**config.mk**
```make
export PLATFORM = sky130hd
export DESIGN_NAME = ncs_main
export DESIGN_NICKNAME = d
export VERILOG_FILES = /design/src/logic/ncs_pkg.sv /design/src/logic/ncs_tmr_if.sv /design/src/logic/ncs_tmr.sv /design/src/logic/ncs_main.sv
export SDC_FILE = /design/constraint.sdc
export NUM_CORES = 1
export LEC_CHECK = 0
export BUFFER_PORTS_ARGS = -buffer_cell sky130_fd_sc_hd__buf_4
export CAP_MARGIN = 20
export CORE_UTILIZATION = 43
export CTS_CLUSTER_SIZE = 14
export DETAILED_ROUTE_END_ITERATION = 12
export RECOVER_POWER = 25
export SLEW_MARGIN = 40
export SYNTH_ARGS = -nofsm -noshare
export SYNTH_HDL_FRONTEND = slang
export SYNTH_SLANG_ARGS = --single-unit
export TNS_END_PERCENT = 100
```
**constraint.sdc**
```tcl
create_clock -name REF_CLK -period 2.2 [get_ports REF_CLK]
set_input_delay 0.22 -clock REF_CLK [delete_from_list [all_inputs] [get_ports REF_CLK]]
set_output_delay 0.22 -clock REF_CLK [all_outputs]
set_load 0.05 [all_outputs]
```
**src/logic/ncs_pkg.sv**
```systemverilog
// constants shared by the network control/status flag block
package ncs_pkg;
	// ----------------------------------------------------------------
	// register positions and select codes
	// ----------------------------------------------------------------
	localparam logic [31:0] NET_DATA_PORT_ADDR = 32'h1008_4400;
	localparam logic [31:0] REGISTER_SELECT_PORT_ADDR = 32'h1008_4404;
	localparam logic [1:0] SEL_MAIN = 2'h0;
	localparam logic [1:0] SEL_RESET = 2'h0;
	localparam logic [15:0] MAIN_RESET = 16'h0004;

	// ----------------------------------------------------------------
	// bit positions of the main control/status register
	// ----------------------------------------------------------------
	localparam int BIT_ERR = 15;
	localparam int BIT_TX_TIMEOUT = 14;
	localparam int BIT_HEARTBEAT = 13;
	localparam int BIT_MISSED = 12;
	localparam int BIT_MEM_TIMEOUT = 11;
	localparam int BIT_RX_DONE = 10;
	localparam int BIT_TX_DONE = 9;
	localparam int BIT_SETUP_DONE = 8;
	localparam int BIT_IRQ_SUMMARY = 7;
	localparam int BIT_IRQ_ENABLE = 6;
	localparam int BIT_RX_ON = 5;
	localparam int BIT_TX_ON = 4;
	localparam int BIT_STOP = 2;
	localparam int FLAG_LO = 8;

	// flag vector index (bit position minus FLAG_LO)
	localparam int F_SETUP = 0;
	localparam int F_TXD = 1;
	localparam int F_RXD = 2;
	localparam int F_MEM = 3;
	localparam int F_MISS = 4;
	localparam int F_HB = 5;
	localparam int F_TXTO = 6;
	localparam logic [6:0] FLAGS_RESET = 7'h00;
	localparam logic [6:0] ERR_MASK = 7'h78;
	localparam logic [6:0] IRQ_MASK = 7'h5F;

	// ----------------------------------------------------------------
	// timing
	// ----------------------------------------------------------------
	localparam int CLK_PERIOD_PS = 5000;
	localparam int HEARTBEAT_WINDOW_NS = 2000;
	localparam int MEM_TIMEOUT_NS = 25600;
	localparam int HEARTBEAT_CYCLES = (HEARTBEAT_WINDOW_NS * 1000) / CLK_PERIOD_PS;
	localparam int MEM_TIMEOUT_CYCLES = (MEM_TIMEOUT_NS * 1000 + CLK_PERIOD_PS - 1) / CLK_PERIOD_PS;
	localparam int TX_TIMEOUT_BYTES = 1519;
	localparam int TMR_WIDTH = 16;
	localparam logic [15:0] TMR_CNT_RESET = 16'h0000;
endpackage

```
**src/logic/ncs_tmr_if.sv**
```systemverilog
// start/halt/tick/expire handshake between the flag block and one counter
`timescale 1ns/1ps
interface ncs_tmr_if;
	logic start;
	logic halt;
	logic tick;
	logic expire;

	modport tmr (
		input start,
		input halt,
		input tick,
		output expire
	);
	modport ctl (
		output start,
		output halt,
		output tick,
		input expire
	);
endinterface

```
**src/logic/ncs_tmr.sv**
```systemverilog
// limit counter: counts ticks after start, pulses expire on reaching the limit
`timescale 1ns/1ps
module ncs_tmr #(
	parameter int WIDTH = ncs_pkg::TMR_WIDTH,
	parameter logic [WIDTH-1:0] LIMIT = WIDTH'(1)
) (
	input wire logic clk,
	input wire logic rst_n,
	ncs_tmr_if.tmr bus
);
	typedef struct packed {
		logic run;
		logic [WIDTH-1:0] cnt;
		logic expire;
	} ncs_tmr_state_t;

	ncs_tmr_state_t s_r;
	ncs_tmr_state_t s_nxt;

	// ----------------------------------------------------------------
	// counting
	// ----------------------------------------------------------------
	// halt wins over start so a stopped engine never leaves a counter armed
	always_comb begin
		s_nxt = s_r;
		s_nxt.expire = 1'b0;
		if (bus.halt) begin
			s_nxt.run = 1'b0;
			s_nxt.cnt = '0;
		end else if (bus.start) begin
			s_nxt.run = 1'b1;
			s_nxt.cnt = '0;
		end else if (s_r.run && bus.tick) begin
			if (s_r.cnt + WIDTH'(1) == LIMIT) begin
				s_nxt.expire = 1'b1; // one pulse, then idle until next start
				s_nxt.run = 1'b0;
				s_nxt.cnt = '0;
			end else begin
				s_nxt.cnt = s_r.cnt + WIDTH'(1);
			end
		end
	end

	always_ff @(posedge clk or negedge rst_n) begin
		if (!rst_n) begin
			s_r <= '0;
		end else begin
			s_r <= s_nxt;
		end
	end

	assign bus.expire = s_r.expire;
endmodule

```
**src/logic/ncs_main.sv**
```systemverilog
// main control/status register flags, error and interrupt summaries
//
// Summary of operation
// - select 00 shows this 16-bit register; reads never change any bit.
// - power-up clears every bit except stop, which is set.
// - error summary bit 15 is OR of four error flags, read only.
// - transmit timeout flag sets after 1519 bytes of one frame, raises both summaries.
// - missed packet flag sets on dropped frame; ignored in internal loopback.
// - memory timeout flag sets when a buffer access waits 25.6 us unanswered.
// - memory timeout turns receiver and transmitter off.
// - receive done flag sets on last receive entry update or receive failure.
// - transmit done flag sets on last transmit entry update or transmit failure.
// - setup done flag sets once the init block has been read and stored.
// - flags 14 to 8 clear on host write of one, unchanged on zero.
// - flags 15 to 6 clear on stop, power-up and while io reset asserted.
// - interrupt summary bit 7 is OR of all flags except heartbeat, read only.
// - interrupt request posted while summary and enable are both set.
// - interrupt enable bit 6 is read/write, cleared by stop, power-up, io reset.
// - setting stop halts activity and clears every other bit.
// - bits 5 and 4 are read-only receiver/transmitter on, cleared by memory timeout.
`timescale 1ns/1ps
module ncs_main #(
	parameter int MEM_TIMEOUT_CYCLES = ncs_pkg::MEM_TIMEOUT_CYCLES
) (
	input wire logic REF_CLK,
	input wire logic RESETN,
	input wire logic IO_RESET,
	input wire logic HOST_ADDR_SEL,
	input wire logic HOST_WR,
	input wire logic HOST_RD,
	input wire logic [15:0] HOST_WDATA,
	output logic [15:0] HOST_RDATA,
	input wire logic TX_FRAME_START,
	input wire logic TX_BYTE,
	input wire logic TX_FRAME_END,
	input wire logic TX_SELF_DONE,
	input wire logic COLLISION,
	input wire logic RX_MISS,
	input wire logic LOOPBACK_INT,
	input wire logic DMA_START,
	input wire logic DMA_READY,
	input wire logic RX_DONE,
	input wire logic TX_DONE,
	input wire logic SETUP_DONE,
	input wire logic RX_ENABLE_SET,
	input wire logic TX_ENABLE_SET,
	input wire logic RUN_ACCEPT,
	output logic RX_ON,
	output logic TX_ON,
	output logic STOP_OUT,
	output logic IRQ_REQ
);
	typedef struct packed {
		logic iorst_m;
		logic iorst;
		logic coll_m;
		logic coll;
		logic [1:0] sel;
		logic stop;
		logic ien;
		logic [6:0] flags;
		logic receiver_on_flag;
		logic transmitter_on_flag;
		logic [15:0] rdata;
		logic irq;
	} ncs_main_state_t;

	ncs_main_state_t s_r;
	ncs_main_state_t s_nxt;

	ncs_tmr_if txto_if ();
	ncs_tmr_if hb_if ();
	ncs_tmr_if dma_if ();

	// ----------------------------------------------------------------
	// helpers
	// ----------------------------------------------------------------
	// register image; summaries are pure ORs, so they can never disagree with the flags
	function automatic logic [15:0] ncs_image(input ncs_main_state_t s);
		logic [15:0] v;
		v = 16'h0000;
		v[ncs_pkg::BIT_ERR] = |(s.flags & ncs_pkg::ERR_MASK);
		v[ncs_pkg::BIT_TX_TIMEOUT:ncs_pkg::FLAG_LO] = s.flags;
		v[ncs_pkg::BIT_IRQ_SUMMARY] = |(s.flags & ncs_pkg::IRQ_MASK);
		v[ncs_pkg::BIT_IRQ_ENABLE] = s.ien;
		v[ncs_pkg::BIT_RX_ON] = s.receiver_on_flag;
		v[ncs_pkg::BIT_TX_ON] = s.transmitter_on_flag;
		v[ncs_pkg::BIT_STOP] = s.stop;
		return v;
	endfunction

	// ----------------------------------------------------------------
	// counters
	// ----------------------------------------------------------------
	// byte count of the current frame; frame end or stop disarms it
	assign txto_if.start = TX_FRAME_START & ~s_r.stop;
	assign txto_if.halt = TX_FRAME_END | s_r.stop;
	assign txto_if.tick = TX_BYTE;
	// heartbeat window opens when our own transmission ends, a collision closes it
	assign hb_if.start = TX_SELF_DONE & ~s_r.stop;
	assign hb_if.halt = s_r.coll | s_r.stop;
	assign hb_if.tick = 1'b1;
	// buffer access watchdog, closed by the ready answer
	assign dma_if.start = DMA_START & ~s_r.stop;
	assign dma_if.halt = DMA_READY | s_r.stop;
	assign dma_if.tick = 1'b1;

	ncs_tmr #(
		.WIDTH(ncs_pkg::TMR_WIDTH),
		.LIMIT(16'(ncs_pkg::TX_TIMEOUT_BYTES))
	) u_txto (
		.clk(REF_CLK),
		.rst_n(RESETN),
		.bus(txto_if.tmr)
	);

	ncs_tmr #(
		.WIDTH(ncs_pkg::TMR_WIDTH),
		.LIMIT(16'(ncs_pkg::HEARTBEAT_CYCLES))
	) u_hb (
		.clk(REF_CLK),
		.rst_n(RESETN),
		.bus(hb_if.tmr)
	);

	ncs_tmr #(
		.WIDTH(ncs_pkg::TMR_WIDTH),
		.LIMIT(16'(MEM_TIMEOUT_CYCLES))
	) u_dma (
		.clk(REF_CLK),
		.rst_n(RESETN),
		.bus(dma_if.tmr)
	);

	// ----------------------------------------------------------------
	// register behaviour
	// ----------------------------------------------------------------
	always_comb begin
		logic main_wr;
		logic stop_now;
		logic [6:0] set_v;
		logic [6:0] clr_v;
		logic [15:0] nxt_img;
		main_wr = 1'b0;
		nxt_img = 16'h0000;
		stop_now = 1'b0;
		set_v = 7'h00;
		clr_v = 7'h00;
		s_nxt = s_r;
		// io reset and collision inputs pass two flops before use
		s_nxt.iorst_m = IO_RESET;
		s_nxt.iorst = s_r.iorst_m;
		s_nxt.coll_m = COLLISION;
		s_nxt.coll = s_r.coll_m;

		main_wr = HOST_WR && !HOST_ADDR_SEL && s_r.sel == ncs_pkg::SEL_MAIN;
		stop_now = s_r.iorst || (main_wr && HOST_WDATA[ncs_pkg::BIT_STOP]);

		// events are dropped while stopped: the engines are held idle then
		if (!s_r.stop) begin
			set_v[ncs_pkg::F_TXTO] = txto_if.expire;
			set_v[ncs_pkg::F_HB] = hb_if.expire;
			set_v[ncs_pkg::F_MISS] = RX_MISS & ~LOOPBACK_INT;
			set_v[ncs_pkg::F_MEM] = dma_if.expire;
			set_v[ncs_pkg::F_RXD] = RX_DONE;
			set_v[ncs_pkg::F_TXD] = TX_DONE;
			set_v[ncs_pkg::F_SETUP] = SETUP_DONE;
		end
		if (main_wr) begin
			clr_v = HOST_WDATA[ncs_pkg::BIT_TX_TIMEOUT:ncs_pkg::FLAG_LO];
		end

		if (stop_now) begin
			// stop wins over every other write in the same access
			s_nxt.stop = 1'b1;
			s_nxt.flags = ncs_pkg::FLAGS_RESET;
			s_nxt.ien = 1'b0;
			s_nxt.receiver_on_flag = 1'b0;
			s_nxt.transmitter_on_flag = 1'b0;
			s_nxt.sel = ncs_pkg::SEL_RESET;
		end else begin
			s_nxt.flags = (s_r.flags & ~clr_v) | set_v;
			if (main_wr) begin
				s_nxt.ien = HOST_WDATA[ncs_pkg::BIT_IRQ_ENABLE];
			end
			if (RUN_ACCEPT) begin
				s_nxt.stop = 1'b0;
			end
			if (RX_ENABLE_SET && !s_r.stop) begin
				s_nxt.receiver_on_flag = 1'b1;
			end
			if (TX_ENABLE_SET && !s_r.stop) begin
				s_nxt.transmitter_on_flag = 1'b1;
			end
			// a memory timeout shuts both directions down
			if (set_v[ncs_pkg::F_MEM]) begin
				s_nxt.receiver_on_flag = 1'b0;
				s_nxt.transmitter_on_flag = 1'b0;
			end
			if (HOST_WR && HOST_ADDR_SEL) begin
				s_nxt.sel = HOST_WDATA[1:0];
			end
		end

		// reads are side-effect free; other selects read zero here
		if (HOST_RD) begin
			if (HOST_ADDR_SEL) begin
				s_nxt.rdata = {14'h0000, s_r.sel};
			end else if (s_r.sel == ncs_pkg::SEL_MAIN) begin
				s_nxt.rdata = ncs_image(s_r);
			end else begin
				s_nxt.rdata = 16'h0000;
			end
		end

		// request follows the next image so it moves on the same edge as the flag or enable
		nxt_img = ncs_image(s_nxt);
		s_nxt.irq = nxt_img[ncs_pkg::BIT_IRQ_SUMMARY] & s_nxt.ien;
	end

	// power-up leaves only stop set
	always_ff @(posedge REF_CLK or negedge RESETN) begin
		if (!RESETN) begin
			s_r <= '0;
			s_r.stop <= 1'b1;
			s_r.sel <= ncs_pkg::SEL_RESET;
			s_r.flags <= ncs_pkg::FLAGS_RESET;
		end else begin
			s_r <= s_nxt;
		end
	end

	// ----------------------------------------------------------------
	// outputs
	// ----------------------------------------------------------------
	assign HOST_RDATA = s_r.rdata;
	assign RX_ON = s_r.receiver_on_flag;
	assign TX_ON = s_r.transmitter_on_flag;
	assign STOP_OUT = s_r.stop;
	assign IRQ_REQ = s_r.irq;
endmodule

```
After elaboration in Yosys (flattened, before gate mapping)
Cells that the tools add are included.
- flip-flop bits (word level): 88
- input bits: 37
- output and inout bits: 20
- logic and storage cells: 98
- add/subtract/negate cells: 3
- equal/unequal tests: 3
- mux-type cells: 35
- bitwise logic cells: 13
- reductions and logical operators: 23
- operator list (cell ; number):
    17-bit 2-to-1 mux ; 6
    16-bit 2-to-1 mux ; 5
    18-bit 2-to-1 mux ; 3
    16-bit by 1-bit adder with 16-bit output (second input constant) ; 3
    3-bit nonzero test ; 6
    16-bit by 11-bit == test with 1-bit output (second input constant) ; 1
    16-bit by 13-bit == test with 1-bit output (second input constant) ; 1
    16-bit by 9-bit == test with 1-bit output (second input constant) ; 1
    1-bit 2-to-1 mux ; 16
    7-bit 2-to-1 mux ; 2
    13-bit 2-to-1 mux ; 1
    6-bit OR reduction ; 2
    7-bit AND ; 1
    1-bit logical AND ; 7
    7-bit inverter ; 1
    7-bit OR ; 1
    1-bit AND ; 5
    2-bit 2-to-1 mux ; 2
    2-bit nonzero test ; 2
    4-bit OR reduction ; 1
    1-bit OR ; 3
    1-bit zero test ; 2
    2-bit zero test ; 1
    1-bit inverter ; 2
    2 further kinds ; 2

Longest topological paths before layout
Gate-level depths: netlist (run 1).
- depth in word-level cells: 10
- depth in mapped cells: 10
- mapped depth without buffers: 8

Modules after synthesis
A second synthesis (run 1) with hierarchy kept.
- cells, all modules: 552
- area, all modules: 4904.7 um^2
- modules (own cells, without submodules) (module ; times used ; cells each ; area each (um^2) ; seq. area each (um^2)):
    ncs_main ; 1 ; 156 ; 1521.5 ; 827.0
    ncs_tmr (u_txto) ; 1 ; 145 ; 1201.2 ; 450.4
    ncs_tmr (u_dma) ; 1 ; 127 ; 1109.8 ; 450.4
    ncs_tmr (u_hb) ; 1 ; 124 ; 1072.3 ; 450.4

Least setup slack after synthesis (run 1)
OpenSTA, ideal clock, no wires.
- path type: register to register
- from: reg s_r, in the netlist STOP_OUT
- to: reg s_r, in the netlist IRQ_REQ
- library setup time: 0.124 ns
- data arrival time: 2.086 ns
- required time: 2.076 ns
- path slack: -0.010 ns
- stages on the path, launching flop included: 7
- path buffers: 1
- period minus slack after synthesis: 2.210 ns
- cell sequence: dfstp_2 clkbuf_1 inv_1 a22oi_1 nor2_1 or4_1 o31a_1
- RTL lines (what ; RTL line ; text):
    from (decl) ; ncs_main.sv:68 ; ncs_main_state_t s_r;
    from (signal assigned) ; ncs_main.sv:229 ; s_r <= s_nxt;

==> results of run 1 <==
[Yosys cell counts, types with 3 or more instances]
| cell type | instances | share of area |
|---|---|---|
| a21oi_1 | 24 | 0.026 |
| a22oi_1 | 6 | 0.0098 |
| a31oi_1 | 7 | 0.0095 |
| and2_1 | 6 | 0.0081 |
| and3_1 | 3 | 0.0041 |
| buf_4 | 19 | 0.031 |
| clkbuf_1 | 13 | 0.011 |
| dfrtp_1 | 86 | 0.47 |
| ha_1 | 4 | 0.011 |
| inv_1 | 25 | 0.020 |
| nand2_1 | 63 | 0.051 |
| nand3_1 | 25 | 0.027 |
| nand3b_1 | 6 | 0.0098 |
| nand4_1 | 17 | 0.023 |
| nand4b_1 | 3 | 0.0057 |
| nor2_1 | 47 | 0.038 |
| nor3_1 | 26 | 0.028 |
| nor4_1 | 4 | 0.0054 |
| o21ai_0 | 26 | 0.028 |
| or3_1 | 9 | 0.012 |
| or4_1 | 3 | 0.0049 |
| xnor2_1 | 11 | 0.021 |
| xor2_1 | 24 | 0.046 |
[worst reg2reg max path, stage by stage, from the launching register on]
cell,delay (ns)
dfrtp_1,0.43
ha_2,0.21
and4_4,0.23
nor3b_4,0.22
xnor2_1,0.13
a2111oi_4,0.26
nand4_4,0.19
buf_4,0.19
nor3_2,0.15
[cell families after synthesis]
kind of cell,count (synthesis),share of synthesized area
flops,87,0.472
mux,1,0.00217
compound gates,85,0.116
simple gates,233,0.265
other cells,1,0.000812
xor+xnor,35,0.0664
fa+ha+maj,4,0.0108
buf+inv,61,0.0672
[registers in the layout, indices dropped and copies added (netlist names)]
signal / cells
RX_ON: 1
u_dma.s_r: 17
IRQ_REQ: 1
u_dma.bus.expire: 1
u_txto.bus.expire: 1
u_txto.s_r: 17
HOST_RDATA: 15
s_r: 12
u_hb.bus.expire: 1
TX_ON: 1
u_hb.s_r: 17
s_nxt: 2
STOP_OUT: 1
[final timing paths]
kind,cells past startpoint,to,slack [ns],from
worst max-delay path,8,u_dma.bus.expire,0.11,u_dma.s_r[1]
min in group asynchronous,2,s_r[26],0.60,RESETN
worst max register to register,8,u_dma.bus.expire,0.11,u_dma.s_r[1]
worst min-delay path,3,u_txto.s_r[17],0.11,TX_FRAME_START
max in group asynchronous,3,u_txto.s_r[1],0.78,RESETN
worst min register to register,0,s_r[32],0.36,s_nxt[32]
[timing repair]
| item | in CTS | in global routing |
|---|---|---|
| hold buffers | 6 | 0 |
| pin swaps | 0 | 12 |
| resized for setup | 1 | 42 |
| setup buffers | 0 | 4 |
| endpoints found under the hold margin | 47 | 0 |
| endpoints found under the setup margin | 4 | 25 |
| gates cloned | 0 | 1 |
[routing by layer]
metal | GRT usage | up-vias | wire length [um]
li1 | - | 1871 | -
met1 | 0.258 | 1828 | 4880
met2 | 0.314 | 86 | 4910
met3 | 0.0588 | 13 | 515
met4 | 0.0615 | 0 | 144
met5 | 0 | - | 0
[cell type report]
| class | count | area, um2 | share of cell area |
|---|---|---|---|
| Sequential cell | 87 | 2190 | 0.389 |
| Tap cell | 136 | 170 | 0.0302 |
| Inverter | 25 | 93.8 | 0.0166 |
| Clock inverter | 6 | 93.8 | 0.0166 |
| Clock buffer | 10 | 128 | 0.0226 |
| Multi-Input combinational cell | 359 | 2290 | 0.405 |
| Timing Repair Buffer | 87 | 676 | 0.120 |
[power breakdown]
part | internal (mW) | switching, mW | total (mW)
sequential | 1.63 | 0.0201 | 1.65
combinational | 0.0977 | 0.175 | 0.273
clock | 0.650 | 0.601 | 1.25
[metrics by stage]
stage	instance area, um2	setup slack [ns]	hold slack [ns]	TNS [ns]
3_5_place_dp	5150	-0.0641	0.258	-0.0895
2_1_floorplan	4620	0.0964	-0.0756	0
4_1_cts	5440	0.0130	0.0879	0
5_1_grt	5640	0.00164	0.107	0
3_3_place_gp	5150	0.00568	0.254	0
6_report	5640	0.108	0.112	0
==> results by group, run 1 <==
Run status
  • Status: completed

Die
  • Die W: 106 um
  • Core Area: 10400 um2
  • Die Ht: 106 um
  • IO Count: 57
  • Die Footprint: 11200 um2
  • Initial core utilization: 0.445
  • Row cnt: 37

GRT
  • Tot GR Track Use: 0.197
  • Vias in the first global route: 3685
  • Pin count of the biggest net entering global routing: 45
  • Initial antenna violation count: 0
  • First-pass GRT wire length: 17400 um
  • GRT overflow: 0

Layout
  • Fillers: 981
  • Most common cell after layout, fill and taps aside: buf_4
  • Util after Layout: 0.544
  • Cell Count, Final, Fillers Out: 710
  • Most frequent cells in the layout: 76 x buf_4, 74 x dfrtp_1, 62 x nand2_1, 46 x nor2_1, 26 x o21ai_0
  • Final Net Count: 610
  • Diode count: 0
  • Area grow syn2layout: 22.1%
  • Share of post-route cells with drive strength above 1: 0.260

Power
  • Tot Pwr: 3.17 mW
  • P_leak: 2.29 nW
  • Peak VDD IR: 0.380 mV
  • PD cells: 562 nW/um2

Timing
  • Worst Tran Pin Value: 1.12 ns
  • Slew HR: 0.256
  • Slew Viols, Final: 0
  • Final setup viols: 0
  • RSZ-0062 raised after global routing: no
  • Layout Skew: 0.00848 ns
  • Post-route minimum period: 2.09 ns
  • Final Cycle Share: 0.951
  • F_max: 478 MHz
  • Final Hold Viols: 0

Routing
  • DRC errors left: 0
  • Antenna Violating Nets Remaining: 0
  • Drt wl/cell: 14.7 um
  • 1st-iter DRT viols: 171
  • DR vias: 3798
  • 1st-pass router iterations: 4
  • WL final: 10400 um
  • DR vias/cell: 5.35

Critical path
  • Crit end category: flop
  • Crit path required time: 2.49 ns
  • WP data arrival: 2.38 ns
  • Slowest Stage Delay on Critical Path: 0.43 ns
  • Startpoint types: flop
  • Crit path cell chain: ha_2, and4_4, nor3b_4, xnor2_1, a2111oi_4, nand4_4, buf_4, nor3_2
  • Worst Path Buf+Inv: 1
  • WS Path Type: flop to flop
  • Max Fanout on Critical Path: 6
  • Slowest-stage cell, CP: dfrtp_1
  • Top Family by Delay on Critical Path: simple AND/OR/NAND/NOR gates

Synthesis
  • Syn_nets: 548
  • Sequential fraction of the synthesis area: 0.472
  • Avg Inst Size Synth: 9.11 um2
  • #FFs+latches synth: 87
  • Synth Instances: 507
  • Netlist Area Pre-Place: 4620 um2
  • Synth cell types: 61
  • Number of synthesis warnings: 0
  • Number of enable flip-flop cells after synthesis: 0
  • Top FF cell, synth: dfrtp_1
  • Post-synth ARST share: 1.00

Worst hold path
  • Worst hold path type: input pin to flop

Clocking
  • Num CTS Buffers: 9
  • Clock Tree Buf Depth: 2
  • Worst-Skew Late Latency: 0.37 ns
  • Root Driver: clkbuf_8
  • CTS tree: built
  • H-tree Lvls: 3
  • Sink Count: 87
  • CTS clk-pin slew, worst paths: 0.09 ns

Place
  • # port buffers: 50
  • Placed cells: 683
  • DP HPWL: 7110 um
  • GP Congestion: 0.825

Job
  • Max-cap violation count: 0
No activity file was read; power rests on OpenSTA's default activity.
==> inputs of run 2 (changes only) <==
--- a/config.mk
+++ b/config.mk
@@ -7,9 +7,10 @@
 export LEC_CHECK = 0
 export BUFFER_PORTS_ARGS = -buffer_cell sky130_fd_sc_hd__buf_4
 export CAP_MARGIN = 20
-export CORE_UTILIZATION = 43
+export CORE_UTILIZATION = 53
 export CTS_CLUSTER_SIZE = 14
 export DETAILED_ROUTE_END_ITERATION = 12
+export PLACE_DENSITY = 0.77
 export RECOVER_POWER = 25
 export SLEW_MARGIN = 40
 export SYNTH_ARGS = -nofsm -noshare
==> constraint.sdc (replaced) <==
create_clock -name REF_CLK -period 2.2 [get_ports REF_CLK]
set_input_delay 0.22 -clock REF_CLK [delete_from_list [all_inputs] [get_ports REF_CLK]]
set_output_delay 0.22 -clock REF_CLK [all_outputs]
set_load 0.005 [all_outputs]
==> run 2 against run 1 <==
  * Global-route usage is 4.2 points higher
  * Sequential share of layout area is 0.58 points higher
  * Routed wire length is 2.4% lower
  * Worst hold slack worse by 0.052 ns
  * Final cell count is 3.9% lower
  * Critical endpoint is now IRQ_REQ
==> results by group, run 2 (synthesis results as in run 1) <==
Die
  • Core Area: 8340 um2 (-20%)
  • Die Footprint: 9090 um2 (-19%)
  • Initial core utilization: 0.554 (+0.108)
  • Row cnt: 33 (-11%)
  • IO Count: 57 (unchanged)
  • Die Ht: 95.3 um (-9.7%)
  • Die W: 95.3 um (-9.7%)

Routing
  • DRC errors left: 0 (unchanged)
  • 1st-pass router iterations: 4 (unchanged)
  • Antenna Violating Nets Remaining: 0 (unchanged)
  • DR vias: 3858 (+1.6%)
  • 1st-iter DRT viols: 151 (-12%)
  • DR vias/cell: 5.66 (+5.8%)
  • WL final: 10200 um (-2.4%)
  • Drt wl/cell: 14.9 um (+1.6%)

Critical path
  • Reg2Reg Depth: 7 (-1)
  • Max Fanout on Critical Path: 9 (+3)
  • R2r startpoint: s_r[28]
  • Crit path required time: 2.46 ns (-0.03 ns)
  • WP data arrival: 2.46 ns (+0.08 ns)
  • Reg-to-reg endpoint: IRQ_REQ
  • Crit end category: flop
  • Startpoint types: flop
  • WS Path Type: flop to flop
  • R2R setup slack: 0.0008 ns (-0.11 ns)

Worst hold path
  • Worst hold path type: input pin to flop
  • Worst Hold End: u_txto.s_r[17]
  • Hold path cells: 2 (-1)
  • Min-delay src: TX_FRAME_END

Job
  • Max-cap violation count: 0 (unchanged)

Power
  • Peak VDD IR: 0.457 mV (+20%)
  • Switch Pwr: 0.740 mW (-7.0%)
  • P_leak: 2.31 nW (+0.77%)
  • Switching Fraction: 0.246 (-0.00482)
  • Seq pwr share: 0.549 (+0.030)
  • Clock share of power: 0.377 (-0.018)
  • PD cells: 543 nW/um2 (-3.4%)
  • Comb power frac: 0.075 (-0.011)
  • Int Pwr: 2.26 mW (-4.6%)

Timing
  • Slew HR: 0.282 (+0.0265)
  • Final Cycle Share: 1.00 (+0.0489)
  • Final Hold Viols: 0 (unchanged)
  • Slew Viols, Final: 0 (unchanged)
  • Worst Tran Pin Value: 1.08 ns (-0.0398 ns)
  • Final setup viols: 0 (unchanged)
  • Post-route minimum period: 2.20 ns (+0.108 ns)
  • RSZ-0062 raised after global routing: yes
  • Layout Skew: 0.0137 ns (+0.00523 ns)
  • F_max: 455 MHz (-4.9%)
  • Sum Neg Setup Slack: 0 ns (unchanged)
  • Final worst slack: 0.000796 ns (-0.108 ns)

Layout
  • Util after Layout: 0.664 (+0.120)
  • Share of post-route cells with drive strength above 1: 0.241 (-0.0187)
  • Area grow syn2layout: 19.9%
  • Cell Count, Final, Fillers Out: 682 (-3.9%)
  • Fillers: 674 (-31%)
  • Biggest regs: u_dma.s_r: 17 flops, u_hb.s_r: 17 flops, u_txto.s_r: 17 flops
  • Diode count: 0 (unchanged)
  • Final Net Count: 613 (+0.49%)
  • Most frequent cells in the layout: 81 x dfrtp_1, 78 x buf_4, 63 x nand2_1, 47 x nor2_1, 26 x o21ai_0
  • Most common cell after layout, fill and taps aside: dfrtp_1

GRT
  • GRT overflow: 0 (unchanged)
  • First-pass GRT wire length: 16800 um (-3.6%)
  • Initial antenna violation count: 0 (unchanged)
  • Vias in the first global route: 3734 (+1.3%)
  • Tot GR Track Use: 0.239 (+0.0420)
  • Pin count of the biggest net entering global routing: 46 (+2.2%)

Clocking
  • CTS tree: built
  • Num CTS Buffers: 9 (unchanged)
  • Root Driver: clkbuf_8
  • Worst-Skew Late Latency: 0.36 ns (about the same)
  • CTS clk-pin slew, worst paths: 0.10 ns (about the same)
  • Clock Tree Buf Depth: 2 (unchanged)
  • H-tree Lvls: 3 (unchanged)
  • Sink Count: 87 (unchanged)

Place
  • DP HPWL: 6980 um (-1.8%)
  • GP Congestion: 0.869 (+5.3%)
  • Worst slack at placement: -0.0214 ns (+0.0426 ns)
  • # port buffers: 50 (unchanged)
  • Placed cells: 654 (-4.2%)

Run status
  • Status: completed
==> run 2: timing repair <==
action | CTS | global route
endpoints found under the setup margin | 2 | 17
resized for setup | 2 | 22
pin swaps | 0 | 10
hold buffers | 4 | 1
setup buffers | 0 | 7
hold endpoints to repair | 45 | 1
==> run 2: cell type report <==
type | count | area (um2) | area share
clock buffers | 9 | 124 | 0.0224
clock inverters | 7 | 78.8 | 0.0142
inverters | 25 | 93.8 | 0.0170
multi-input cells | 359 | 2210 | 0.399
flip-flops and latches | 87 | 2180 | 0.395
well taps | 105 | 131 | 0.0237
repair buffers | 90 | 714 | 0.129
==> run 2: worst max-delay path by stage <==
| stage | from | endpoint | slack [ns] |
|---|---|---|---|
| 5_1_grt | s_r[28] | IRQ_REQ | -0.09 |
| 6_report | s_r[28] | IRQ_REQ | 0.0008 |
| 3_5_place_dp | u_txto.s_r[8] | u_txto.s_r[17] | -0.02 |
| 2_1_floorplan | u_dma.s_r[1] | u_dma.s_r[17] | 0.11 |
| 3_3_place_gp | u_hb.s_r[1] | u_hb.s_r[9] | 0.05 |
| 4_1_cts | u_txto.s_r[2] | u_txto.s_r[17] | 0.01 |
==> run 2: power by group through the flow <==
stage	Sequential, mW	Clock [mW]	Combinational [mW]
2_1_floorplan	1.67	0	0.0935
3_3_place_gp	1.68	0	0.206
3_5_place_dp	1.68	0	0.212
4_1_cts	1.65	1.16	0.218
5_1_grt	1.65	1.23	0.250
6_report	1.65	1.13	0.225
==> run 2: routing by layer <==
| metal | GRT usage | share of wire | vias to the layer above | routed length, um |
|---|---|---|---|---|
| met2 | 0.401 | 0.50 | 79 | 5080 |
| met5 | 0 | 0 | - | 0 |
| met1 | 0.304 | 0.45 | 1884 | 4570 |
| li1 | - | - | 1879 | - |
| met3 | 0.0486 | 0.038 | 16 | 390 |
| met4 | 0.0884 | 0.016 | 0 | 163 |
==> run 2: metrics by stage <==
| step | area [um2] | total power [mW] | hold WS, ns |
|---|---|---|---|
| 2_1_floorplan | 4620 | 1.76 | -0.0756 |
| 3_3_place_gp | 5140 | 1.88 | 0.237 |
| 3_5_place_dp | 5140 | 1.89 | 0.251 |
| 4_1_cts | 5400 | 3.03 | 0.000195 |
| 5_1_grt | 5540 | 3.13 | 0.0397 |
| 6_report | 5540 | 3.00 | 0.0606 |
==> run 2: critical path: stages, from the launching register on <==
cell,delay [ns]
dfrtp_1,0.41
nor3_2,0.26
and2_4,0.20
buf_12,0.12
a21o_1,0.23
nor2_1,0.10
or4_4,0.54
o31a_1,0.24
